[config.mk]
export PLATFORM = sky130hd
export DESIGN_NAME = i2c_channel_control_registers
export DESIGN_NICKNAME = d
export VERILOG_FILES = /design/src/hdl/i2c_regs_pkg.sv /design/src/hdl/i2c_channel_control_registers.sv
export SDC_FILE = /design/constraint.sdc
export NUM_CORES = 1
export LEC_CHECK = 0
export BUFFER_PORTS_ARGS = -buffer_cell sky130_fd_sc_hd__buf_4
export CORE_ASPECT_RATIO = 2
export CORE_MARGIN = 1
export CORE_UTILIZATION = 49
export CTS_CLUSTER_SIZE = 24
export DETAILED_ROUTE_END_ITERATION = 16
export PLACE_DENSITY_LB_ADDON = 0.08
export SKIP_LAST_GASP = 1
export SLEW_MARGIN = 20
export SYNTH_ARGS = -nofsm -noshare
export SYNTH_HDL_FRONTEND = slang
export SYNTH_SLANG_ARGS = --single-unit
[constraint.sdc]
create_clock -name clk_sys_in -period 3.2 [get_ports clk_sys_in]
set_clock_uncertainty 0.05 [all_clocks]
set_input_delay 0.16 -clock clk_sys_in [delete_from_list [all_inputs] [get_ports clk_sys_in]]
set_output_delay 0.16 -clock clk_sys_in [all_outputs]
set_load 0.005 [all_outputs]
[src/hdl/i2c_regs_pkg.sv]
// constants, field layouts and carriers of the i2c channel register block
// assumes a word-addressed avalon-mm slave port and an external bus engine
package i2c_regs_pkg;

	// ------------------------------------------------------------------
	// register indices (byte address is four times the index)
	// ------------------------------------------------------------------
	localparam logic [3:0] IDX_CLOCK_CONTROL = 4'h0;
	localparam logic [3:0] IDX_MODE_SETTING = 4'h1;
	localparam logic [3:0] IDX_RATE_DIVIDER = 4'h2;
	localparam logic [3:0] IDX_OWN_SLAVE_ID = 4'h3;
	localparam logic [3:0] IDX_CHANNEL_CONTROL = 4'h4;
	localparam logic [3:0] IDX_OUTGOING_BYTE = 4'h5;
	localparam logic [3:0] IDX_INCOMING_BYTE = 4'h6;
	localparam logic [3:0] IDX_STATUS_AND_FLAGS = 4'h7;
	localparam logic [3:0] IDX_INTERRUPT_ENABLES = 4'h8;

	// ------------------------------------------------------------------
	// field positions
	// ------------------------------------------------------------------
	localparam int POS_DEBUG_CLOCK_KEEP = 8;
	localparam int POS_CLOCK_DIVIDER_SELECT = 4;
	localparam int POS_CLOCK_SOURCE_SELECT = 0;
	localparam int POS_ADDRESS_WIDTH_SELECT = 2;
	localparam int POS_GENERAL_CALL_ACCEPT = 1;
	localparam int POS_CONTROLLER_ROLE_SELECT = 5;
	localparam int POS_NACK_REQUEST = 4;
	localparam int POS_STOP_REQUEST = 3;
	localparam int POS_START_REQUEST = 2;
	localparam int POS_SOFT_RESET = 1;
	localparam int POS_BLOCK_ENABLE = 0;
	localparam int POS_DATA_LINE_LOW = 12;
	localparam int POS_CLOCK_LINE_LOW = 11;
	localparam int POS_LINE_OCCUPIED = 10;
	localparam int POS_SENDING_ROLE = 9;
	localparam int POS_RECEIVE_FULL_FLAG = 1;
	localparam int POS_TRANSMIT_EMPTY_FLAG = 0;
	localparam int FIRST_W1C_FLAG = 2;

	// ------------------------------------------------------------------
	// reset values and codes
	// ------------------------------------------------------------------
	localparam logic [6:0] RATE_DIVIDER_RESET = 7'h7f;
	localparam logic [1:0] SRC_INTERNAL_OSCILLATOR = 2'h0;
	localparam logic [1:0] SRC_LOW_SPEED_CRYSTAL = 2'h1;
	localparam logic [1:0] SRC_HIGH_SPEED_OSCILLATOR = 2'h2;
	localparam logic [1:0] SRC_EXTERNAL_CLOCK_INPUT = 2'h3;
	localparam logic [3:0] SOURCES_SUPPORTED = 4'hf;
	localparam logic [2:0] SOFT_RESET_CYCLES = 3'h4;

	typedef enum logic [1:0] {
		SR_IDLE = 2'b00,
		SR_HOLD = 2'b01,
		SR_DONE = 2'b11
	} soft_reset_e;

	// ------------------------------------------------------------------
	// carriers to and from the bus engine
	// ------------------------------------------------------------------
	typedef struct packed {
		logic sda_low;
		logic scl_low;
		logic busy;
		logic transmitting;
		logic [7:0] events;
		logic [7:0] rx_data;
		logic start_done;
		logic start_abort;
		logic stop_done;
		logic nack_done;
	} engine_status_s;

	typedef struct packed {
		logic master;
		logic addr10;
		logic gc_accept;
		logic [9:0] own_addr;
		logic [6:0] rate;
		logic start_req;
		logic stop_req;
		logic nack_req;
		logic [7:0] tx_data;
		logic tx_written;
		logic rx_read;
		logic engine_reset;
	} engine_control_s;

endpackage
[src/hdl/i2c_channel_control_registers.sv]
// register set of one i2c channel: avalon-mm slave, clock select, flags
// assumes the bus engine gives one-cycle event pulses synchronous to clk_sys_in
`timescale 1ns/100ps

module i2c_channel_control_registers (
	input wire logic clk_sys_in,
	input wire logic resetn_in,
	input wire logic ce_in,
	input wire logic [3:0] avs_address_in,
	input wire logic avs_read_in,
	input wire logic avs_write_in,
	input wire logic [31:0] avs_writedata_in,
	input wire logic [3:0] avs_byteenable_in,
	output logic [31:0] avs_readdata_out,
	output logic avs_waitrequest_out,
	input wire logic [3:0] source_tick_in,
	input wire logic debug_mode_in,
	output logic op_tick_out,
	input wire i2c_regs_pkg::engine_status_s engine_status_in,
	output i2c_regs_pkg::engine_control_s engine_control_out,
	output logic irq_out
);
	import i2c_regs_pkg::*;

	// ------------------------------------------------------------------
	// state
	// ------------------------------------------------------------------
	logic served;
	logic [31:0] readdata;
	logic debug_clock_keep;
	logic [1:0] clock_divider_select;
	logic [1:0] clock_source_select;
	logic address_width_select;
	logic general_call_accept;
	logic [6:0] rate_divider_value;
	logic [9:0] own_address_value;
	logic controller_role_select;
	logic nack_request;
	logic stop_request;
	logic start_request;
	logic block_enable;
	logic [7:0] outgoing_byte;
	logic [7:0] incoming_byte;
	logic [7:0] flags;
	logic [7:0] interrupt_enables;
	soft_reset_e sr_state;
	logic [2:0] sr_count;
	logic [2:0] div_count;
	logic tx_written;
	logic rx_read;

	logic next_served;
	logic [31:0] next_readdata;
	logic next_debug_clock_keep;
	logic [1:0] next_clock_divider_select;
	logic [1:0] next_clock_source_select;
	logic next_address_width_select;
	logic next_general_call_accept;
	logic [6:0] next_rate_divider_value;
	logic [9:0] next_own_address_value;
	logic next_controller_role_select;
	logic next_nack_request;
	logic next_stop_request;
	logic next_start_request;
	logic next_block_enable;
	logic [7:0] next_outgoing_byte;
	logic [7:0] next_incoming_byte;
	logic [7:0] next_flags;
	logic [7:0] next_interrupt_enables;
	soft_reset_e next_sr_state;
	logic [2:0] next_sr_count;
	logic [2:0] next_div_count;
	logic next_tx_written;
	logic next_rx_read;

	// ------------------------------------------------------------------
	// bus decode
	// ------------------------------------------------------------------
	logic request;
	logic accept_wr;
	logic accept_rd;
	logic [15:0] wmask;
	logic [15:0] wdata;
	logic cfg_open;
	logic soft_reset_busy;
	logic [7:0] flag_clear;
	logic [15:0] status_word;

	// one wait state: data is staged on the first edge, taken on the second
	assign request = avs_read_in | avs_write_in;
	// a frozen clock keeps the master waiting, so no transfer is lost
	assign avs_waitrequest_out = request & ~(served & ce_in);
	assign accept_wr = avs_write_in & served;
	assign accept_rd = avs_read_in & served;
	assign wmask = {{8{avs_byteenable_in[1]}}, {8{avs_byteenable_in[0]}}};
	assign wdata = avs_writedata_in[15:0] & wmask;
	assign avs_readdata_out = readdata;
	assign cfg_open = ~block_enable;
	assign soft_reset_busy = (sr_state != SR_IDLE);

	assign status_word = {3'b000,
		engine_status_in.sda_low,
		engine_status_in.scl_low,
		engine_status_in.busy & ~soft_reset_busy,
		engine_status_in.transmitting,
		1'b0,
		flags};

	// ------------------------------------------------------------------
	// cause flags
	// ------------------------------------------------------------------
	// an event in the clearing cycle survives; soft reset alone overrides
	always_comb begin
		flag_clear = 8'h00;
		if (accept_wr && avs_address_in == IDX_STATUS_AND_FLAGS) begin
			flag_clear[7:FIRST_W1C_FLAG] = wdata[7:FIRST_W1C_FLAG];
		end
		if (accept_rd && avs_address_in == IDX_INCOMING_BYTE) begin
			flag_clear[POS_RECEIVE_FULL_FLAG] = 1'b1;
		end
		if (accept_wr && avs_address_in == IDX_OUTGOING_BYTE && avs_byteenable_in[0]) begin
			flag_clear[POS_TRANSMIT_EMPTY_FLAG] = 1'b1;
		end
	end

	genvar gi;
	generate
		for (gi = 0; gi < 8; gi++) begin : g_flag
			assign next_flags[gi] = soft_reset_busy ? 1'b0 :
				(engine_status_in.events[gi] | (flags[gi] & ~flag_clear[gi]));
		end
	endgenerate

	assign irq_out = |(flags & interrupt_enables);

	// ------------------------------------------------------------------
	// operating clock
	// ------------------------------------------------------------------
	logic selected_tick;
	logic clock_allowed;
	logic [2:0] div_mask;
	logic divide_hit;

	assign selected_tick = source_tick_in[clock_source_select];
	assign clock_allowed = block_enable & (~debug_mode_in | debug_clock_keep);

	always_comb begin
		div_mask = 3'h0;
		if (clock_source_select == SRC_INTERNAL_OSCILLATOR ||
				clock_source_select == SRC_HIGH_SPEED_OSCILLATOR) begin
			case (clock_divider_select)
				2'h0: div_mask = 3'h0;
				2'h1: div_mask = 3'h1;
				2'h2: div_mask = 3'h3;
				2'h3: div_mask = 3'h7;
				default: div_mask = 3'h0;
			endcase
		end
	end

	assign divide_hit = ((div_count & div_mask) == div_mask);
	assign op_tick_out = clock_allowed & selected_tick & divide_hit;

	// ------------------------------------------------------------------
	// engine control
	// ------------------------------------------------------------------
	always_comb begin
		engine_control_out.master = controller_role_select;
		engine_control_out.addr10 = address_width_select;
		engine_control_out.gc_accept = general_call_accept;
		engine_control_out.own_addr = address_width_select ? own_address_value :
			{3'b000, own_address_value[6:0]};
		engine_control_out.rate = rate_divider_value;
		engine_control_out.start_req = start_request;
		engine_control_out.stop_req = stop_request;
		engine_control_out.nack_req = nack_request;
		engine_control_out.tx_data = outgoing_byte;
		engine_control_out.tx_written = tx_written;
		engine_control_out.rx_read = rx_read;
		engine_control_out.engine_reset = soft_reset_busy;
	end

	// ------------------------------------------------------------------
	// next state
	// ------------------------------------------------------------------
	always_comb begin
		next_served = request & ~served;
		next_readdata = readdata;
		next_debug_clock_keep = debug_clock_keep;
		next_clock_divider_select = clock_divider_select;
		next_clock_source_select = clock_source_select;
		next_address_width_select = address_width_select;
		next_general_call_accept = general_call_accept;
		next_rate_divider_value = rate_divider_value;
		next_own_address_value = own_address_value;
		next_controller_role_select = controller_role_select;
		next_nack_request = nack_request;
		next_stop_request = stop_request;
		next_start_request = start_request;
		next_block_enable = block_enable;
		next_outgoing_byte = outgoing_byte;
		next_incoming_byte = incoming_byte;
		next_interrupt_enables = interrupt_enables;
		next_sr_state = sr_state;
		next_sr_count = sr_count;
		next_div_count = div_count;
		next_tx_written = 1'b0;
		next_rx_read = accept_rd && avs_address_in == IDX_INCOMING_BYTE;

		// engine completions clear the requests
		if (engine_status_in.nack_done) next_nack_request = 1'b0;
		if (engine_status_in.stop_done) next_stop_request = 1'b0;
		if (engine_status_in.start_done || engine_status_in.start_abort) begin
			next_start_request = 1'b0;
		end
		if (engine_status_in.events[POS_RECEIVE_FULL_FLAG]) begin
			next_incoming_byte = engine_status_in.rx_data;
		end

		// staged read data, held through the accepting cycle
		if (avs_read_in && !served) begin
			case (avs_address_in)
				IDX_CLOCK_CONTROL: next_readdata = {23'h00_0000, debug_clock_keep,
					2'b00, clock_divider_select, 2'b00, clock_source_select};
				IDX_MODE_SETTING: next_readdata = {29'h0000_0000, address_width_select,
					general_call_accept, 1'b0};
				IDX_RATE_DIVIDER: next_readdata = {25'h000_0000, rate_divider_value};
				IDX_OWN_SLAVE_ID: next_readdata = {22'h00_0000, own_address_value};
				IDX_CHANNEL_CONTROL: next_readdata = {26'h000_0000, controller_role_select,
					nack_request, stop_request, start_request, soft_reset_busy, block_enable};
				IDX_OUTGOING_BYTE: next_readdata = {24'h00_0000, outgoing_byte};
				IDX_INCOMING_BYTE: next_readdata = {24'h00_0000, incoming_byte};
				IDX_STATUS_AND_FLAGS: next_readdata = {16'h0000, status_word};
				IDX_INTERRUPT_ENABLES: next_readdata = {24'h00_0000, interrupt_enables};
				default: next_readdata = 32'h0000_0000;
			endcase
		end

		if (accept_wr) begin
			case (avs_address_in)
				IDX_CLOCK_CONTROL: begin
					if (cfg_open) begin
						if (wmask[8]) next_debug_clock_keep = wdata[POS_DEBUG_CLOCK_KEEP];
						if (wmask[0]) begin
							next_clock_divider_select = wdata[POS_CLOCK_DIVIDER_SELECT +: 2];
							// a source the part lacks keeps the old choice
							if (SOURCES_SUPPORTED[wdata[POS_CLOCK_SOURCE_SELECT +: 2]]) begin
								next_clock_source_select = wdata[POS_CLOCK_SOURCE_SELECT +: 2];
							end
						end
					end
				end
				IDX_MODE_SETTING: begin
					if (cfg_open && wmask[0]) begin
						next_address_width_select = wdata[POS_ADDRESS_WIDTH_SELECT];
						next_general_call_accept = wdata[POS_GENERAL_CALL_ACCEPT];
					end
				end
				IDX_RATE_DIVIDER: begin
					if (cfg_open && wmask[0]) next_rate_divider_value = wdata[6:0];
				end
				IDX_OWN_SLAVE_ID: begin
					if (cfg_open) begin
						if (wmask[0]) next_own_address_value[7:0] = wdata[7:0];
						if (wmask[8]) next_own_address_value[9:8] = wdata[9:8];
					end
				end
				IDX_CHANNEL_CONTROL: begin
					if (wmask[0]) begin
						next_controller_role_select = wdata[POS_CONTROLLER_ROLE_SELECT];
						next_block_enable = wdata[POS_BLOCK_ENABLE];
						if (wdata[POS_NACK_REQUEST]) next_nack_request = 1'b1;
						// stop and start requests are dropped in slave mode
						if (wdata[POS_STOP_REQUEST] && controller_role_select) begin
							next_stop_request = 1'b1;
						end
						if (wdata[POS_START_REQUEST] && controller_role_select) begin
							next_start_request = 1'b1;
						end
						if (wdata[POS_SOFT_RESET]) begin
							next_sr_state = SR_HOLD;
							next_sr_count = SOFT_RESET_CYCLES;
						end
					end
				end
				IDX_OUTGOING_BYTE: begin
					if (wmask[0]) begin
						next_outgoing_byte = wdata[7:0];
						next_tx_written = 1'b1;
					end
				end
				IDX_INTERRUPT_ENABLES: begin
					if (wmask[0]) next_interrupt_enables = wdata[7:0];
				end
				default: begin
				end
			endcase
		end

		// soft reset sequence
		case (sr_state)
			SR_IDLE: begin
			end
			SR_HOLD: begin
				next_nack_request = 1'b0;
				next_stop_request = 1'b0;
				next_start_request = 1'b0;
				next_sr_count = sr_count - 3'h1;
				if (sr_count == 3'h1) next_sr_state = SR_DONE;
			end
			SR_DONE: begin
				next_sr_state = SR_IDLE;
			end
			default: next_sr_state = SR_IDLE;
		endcase

		// divider runs only on ticks that reach the channel
		if (clock_allowed && selected_tick) begin
			next_div_count = div_count + 3'h1;
		end
		if (!block_enable) next_div_count = 3'h0;
	end

	// ------------------------------------------------------------------
	// registers
	// ------------------------------------------------------------------
	always_ff @(posedge clk_sys_in) begin
		if (!resetn_in) begin
			served <= 1'b0;
			readdata <= 32'h0000_0000;
			debug_clock_keep <= 1'b0;
			clock_divider_select <= 2'h0;
			clock_source_select <= SRC_INTERNAL_OSCILLATOR;
			address_width_select <= 1'b0;
			general_call_accept <= 1'b0;
			rate_divider_value <= RATE_DIVIDER_RESET;
			own_address_value <= 10'h000;
			controller_role_select <= 1'b0;
			nack_request <= 1'b0;
			stop_request <= 1'b0;
			start_request <= 1'b0;
			block_enable <= 1'b0;
			outgoing_byte <= 8'h00;
			incoming_byte <= 8'h00;
			flags <= 8'h00;
			interrupt_enables <= 8'h00;
			sr_state <= SR_IDLE;
			sr_count <= 3'h0;
			div_count <= 3'h0;
			tx_written <= 1'b0;
			rx_read <= 1'b0;
		end else if (ce_in) begin
			served <= next_served;
			readdata <= next_readdata;
			debug_clock_keep <= next_debug_clock_keep;
			clock_divider_select <= next_clock_divider_select;
			clock_source_select <= next_clock_source_select;
			address_width_select <= next_address_width_select;
			general_call_accept <= next_general_call_accept;
			rate_divider_value <= next_rate_divider_value;
			own_address_value <= next_own_address_value;
			controller_role_select <= next_controller_role_select;
			nack_request <= next_nack_request;
			stop_request <= next_stop_request;
			start_request <= next_start_request;
			block_enable <= next_block_enable;
			outgoing_byte <= next_outgoing_byte;
			incoming_byte <= next_incoming_byte;
			flags <= next_flags;
			interrupt_enables <= next_interrupt_enables;
			sr_state <= next_sr_state;
			sr_count <= next_sr_count;
			div_count <= next_div_count;
			tx_written <= next_tx_written;
			rx_read <= next_rx_read;
		end
	end

endmodule // i2c_channel_control_registers

==> out/qor.yml <==
outcome:
  status: "complete, no violations"
floorplanning:
  io_pins: 143
  core_um2: 8710
  die_height_um: 137
  die_x_um: 69.3
  core.rowCount: 48
  start_util_pct: 51.0
  die-area_um2: 9470
grt:
  grt.total_usage_pct: 29.7
  gr-total-overflow: 0
  grt_max_degree: 68
  antenna_found_initial: 0
  grt_pass1_vias: 3919
  grt_pass1_wl_um: 21300
setup_path:
  cp_slowest_cell: "nand4_1"
  required_ns: 3.38
  rr_startpoint: "served"
  worstSetupPathType: "reg2reg"
  critPathArrivalTime_ns: 2.35
  cp_max_fo: 12
  reg2reg_to: "rate_divider_value[0]"
  path_cells: "and4b_1, nand4_1, mux2i_1, nand2_1"
  reg2reg_slack_ns: 1.02
  r2r_cells: 4
  end_kind: "register"
  start_kind: "register"
  critPathMaxStageDelay_ns: 0.64
pwr:
  pwr-share-comb_pct: 9.3
  p_seq_share_pct: 44.5
  p_switching_uw: 589
  p_int_uw: 1870
  p_total_uw: 2460
  pwr-share-clk_pct: 46.2
  power_density_nw_per_um2: 467
  leakage_uw: 0.00226
  switching_share_pct: 24.0
  ir_drop_uv: 374
clocking:
  post_cts_resized: 0
  cts_tree: "built"
  cts_buffers: 9
  hold_buffers: 0
  cts_sinks: 85
  cts.reportedPaths.clkPinSlew_ns: 0.06
  cts_root_buf: "clkbuf_16"
  clockBufferDepth: 2
  clkLatencyLatePin_ns: 0.34
  htreeDepth: 3
  cts_setup_buffers: 0
placed_design:
  dp_hpwl_um: 10100
  gp_congestion: 0.928
  place_area_um2: 4940
  io_buffers: 99
synth:
  ys_warn_count: 0
  synth.distinct_cells: 61
  syn-cell-area_um2: 4440
  synth_top_area_cell: "dfxtp_1"
  avgSynthCellArea_um2: 8.60
  yosys-top-cells-area: "dfxtp_1, mux2i_1, buf_4, nand2_1, a21oi_1"
  yosys_register_bits: 85
  yosysTopAreaCellShare_pct: 38.3
  synth_edf_count: 0
  yosysSeqAreaShare_pct: 38.3
  yosys_most_used_dff: "dfxtp_1"
  syn_inst: 516
  ys_async_sr_fraction_pct: 0
timing:
  rsz0062_at_grt: "false"
  drv_slew: 0
  post-route-min-period_ns: 2.18
  hold_violations: 0
  holdWs_ns: 0.0121
  tightestPinTransition_ns: 0.751
  tns_ns: 0
  fin_crit_sh_pct: 68.0
  max_freq_mhz: 460
  max-slew-margin-rel_pct: 49.9
  setup_viol_count_final: 0
cells_and_area:
  drive_above_1_share_pct: 22.9
  diodes: 0
  layout.nets: 653
  final_area_um2: 5260
  synthToLayoutAreaGrowth_pct: 18.6
  fin_util_pct: 60.4
min_path:
  hold_end: "avs_readdata_out[12]"
  hold_depth: 3
  min_from: "engine_status_in[23]"
  worst_hold_path_type: "in2reg"
routing:
  ant_nets: 0
  firstDrtPassIters: 5
  vias: 4082
  drc_errors: 0
  first_iter_violations: 304
  wl_per_cell_um: 20.3
  routed_via_density: 5.99
  wl_um: 13800
run:
  max-cap-violations: 0
## cell type report
type	instances	area (um2)
clock buffers	10	239
clock inverters	6	86.3
fillers	814	3450
inverters	10	37.5
multi-input cells	368	2310
flip-flops and latches	85	1700
well taps	100	125
repair buffers	102	766
## how the worst max path moves through the flow
stage | cells past startpoint | from | slack (ns) | to
finish | 4 | served | 1.02 | rate_divider_value[0]
global route | 4 | served | 0.91 | rate_divider_value[1]
CTS | 4 | served | 1.07 | rate_divider_value[0]
detailed placement | 5 | ce_in | 1.05 | rate_divider_value[0]
global placement | 5 | ce_in | 1.14 | rate_divider_value[1]
floorplan | 6 | served | 1.77 | avs_readdata_out[0]
## cells in the final DEF, fill, tap and decap left out, types with 6 or more instances in the layout
master,n
a211oi_1,7
a21oi_1,40
a221oi_1,6
a22oi_1,17
a32oi_1,6
and2_1,17
and3_1,10
buf_4,102
clkbuf_16,9
conb_1,19
dfxtp_1,85
inv_1,6
mux2i_1,33
nand2_1,54
nand3_1,19
nand4_1,6
nor2_1,47
nor3_1,6
o211ai_1,11
o21ai_1,9
## cell usage after synthesis (6+ instances only)
master / number
and3_1: 10
a32oi_1: 6
nor2_1: 47
clkbuf_1: 17
o21ai_1: 9
o211ai_1: 11
a21oi_1: 40
and2_1: 17
a211oi_1: 7
a22oi_1: 17
buf_2: 7
nand4_1: 6
nand2_1: 54
mux2i_1: 33
a221oi_1: 6
buf_4: 43
nor3_1: 6
dfxtp_1: 85
nand3_1: 19
inv_1: 6
## through the flow
stage | instances | worst slack, ns
global route | 681 | 0.907
global placement | 665 | 1.14
CTS | 681 | 1.07
finish | 681 | 1.02
floorplan | 534 | 1.77
detailed placement | 665 | 1.05
## logic make-up (layout without fill, tap and decap cells)
logic type	count (synthesis)	count (layout)	share of synthesized area, %
xor+xnor	2	2	0.395
buf+inv	81	128	11.2
other cells	1	19	0.0845
fa+ha+maj	3	3	0.846
simple gates	184	184	21.3
mux	40	40	9.47
flops	85	85	38.3
compound gates	120	120	18.4
## flip-flops by register name, summed over array words and instances (netlist names), 2 cells and up
signal	cells
avs_readdata_out	13
own_address_value	10
flags	8
incoming_byte	8
interrupt_enables	8
outgoing_byte	8
rate_divider_value	7
div_count	3
sr_count	3
clock_divider_select	2
clock_source_select	2
sr_state	2
## routing by layer
layer | share of wire [%] | up-vias | track usage (%)
met1 | 37 | 1951 | 32.7
met2 | 52 | 165 | 52.5
met3 | 5.1 | 42 | 3.46
met5 | 0 | - | 0
met4 | 5.4 | 0 | 20.7
li1 | - | 1924 | -
## power by group through the flow
stage	registers, uW	clock network [uW]	logic [uW]
CTS	1090	1140	227
global route	1090	1190	245
finish	1090	1130	229
floorplan	1110	0	153
detailed placement	1120	0	226
global placement	1120	0	224
## critical path, delay by kind of cell (launching register included)
kind | cells | cell delay [ns]
DFF | 1 | 0.50
muxes | 1 | 0.34
and+or+nand+nor | 3 | 1.16
Power figures use the tool's default switching activity.
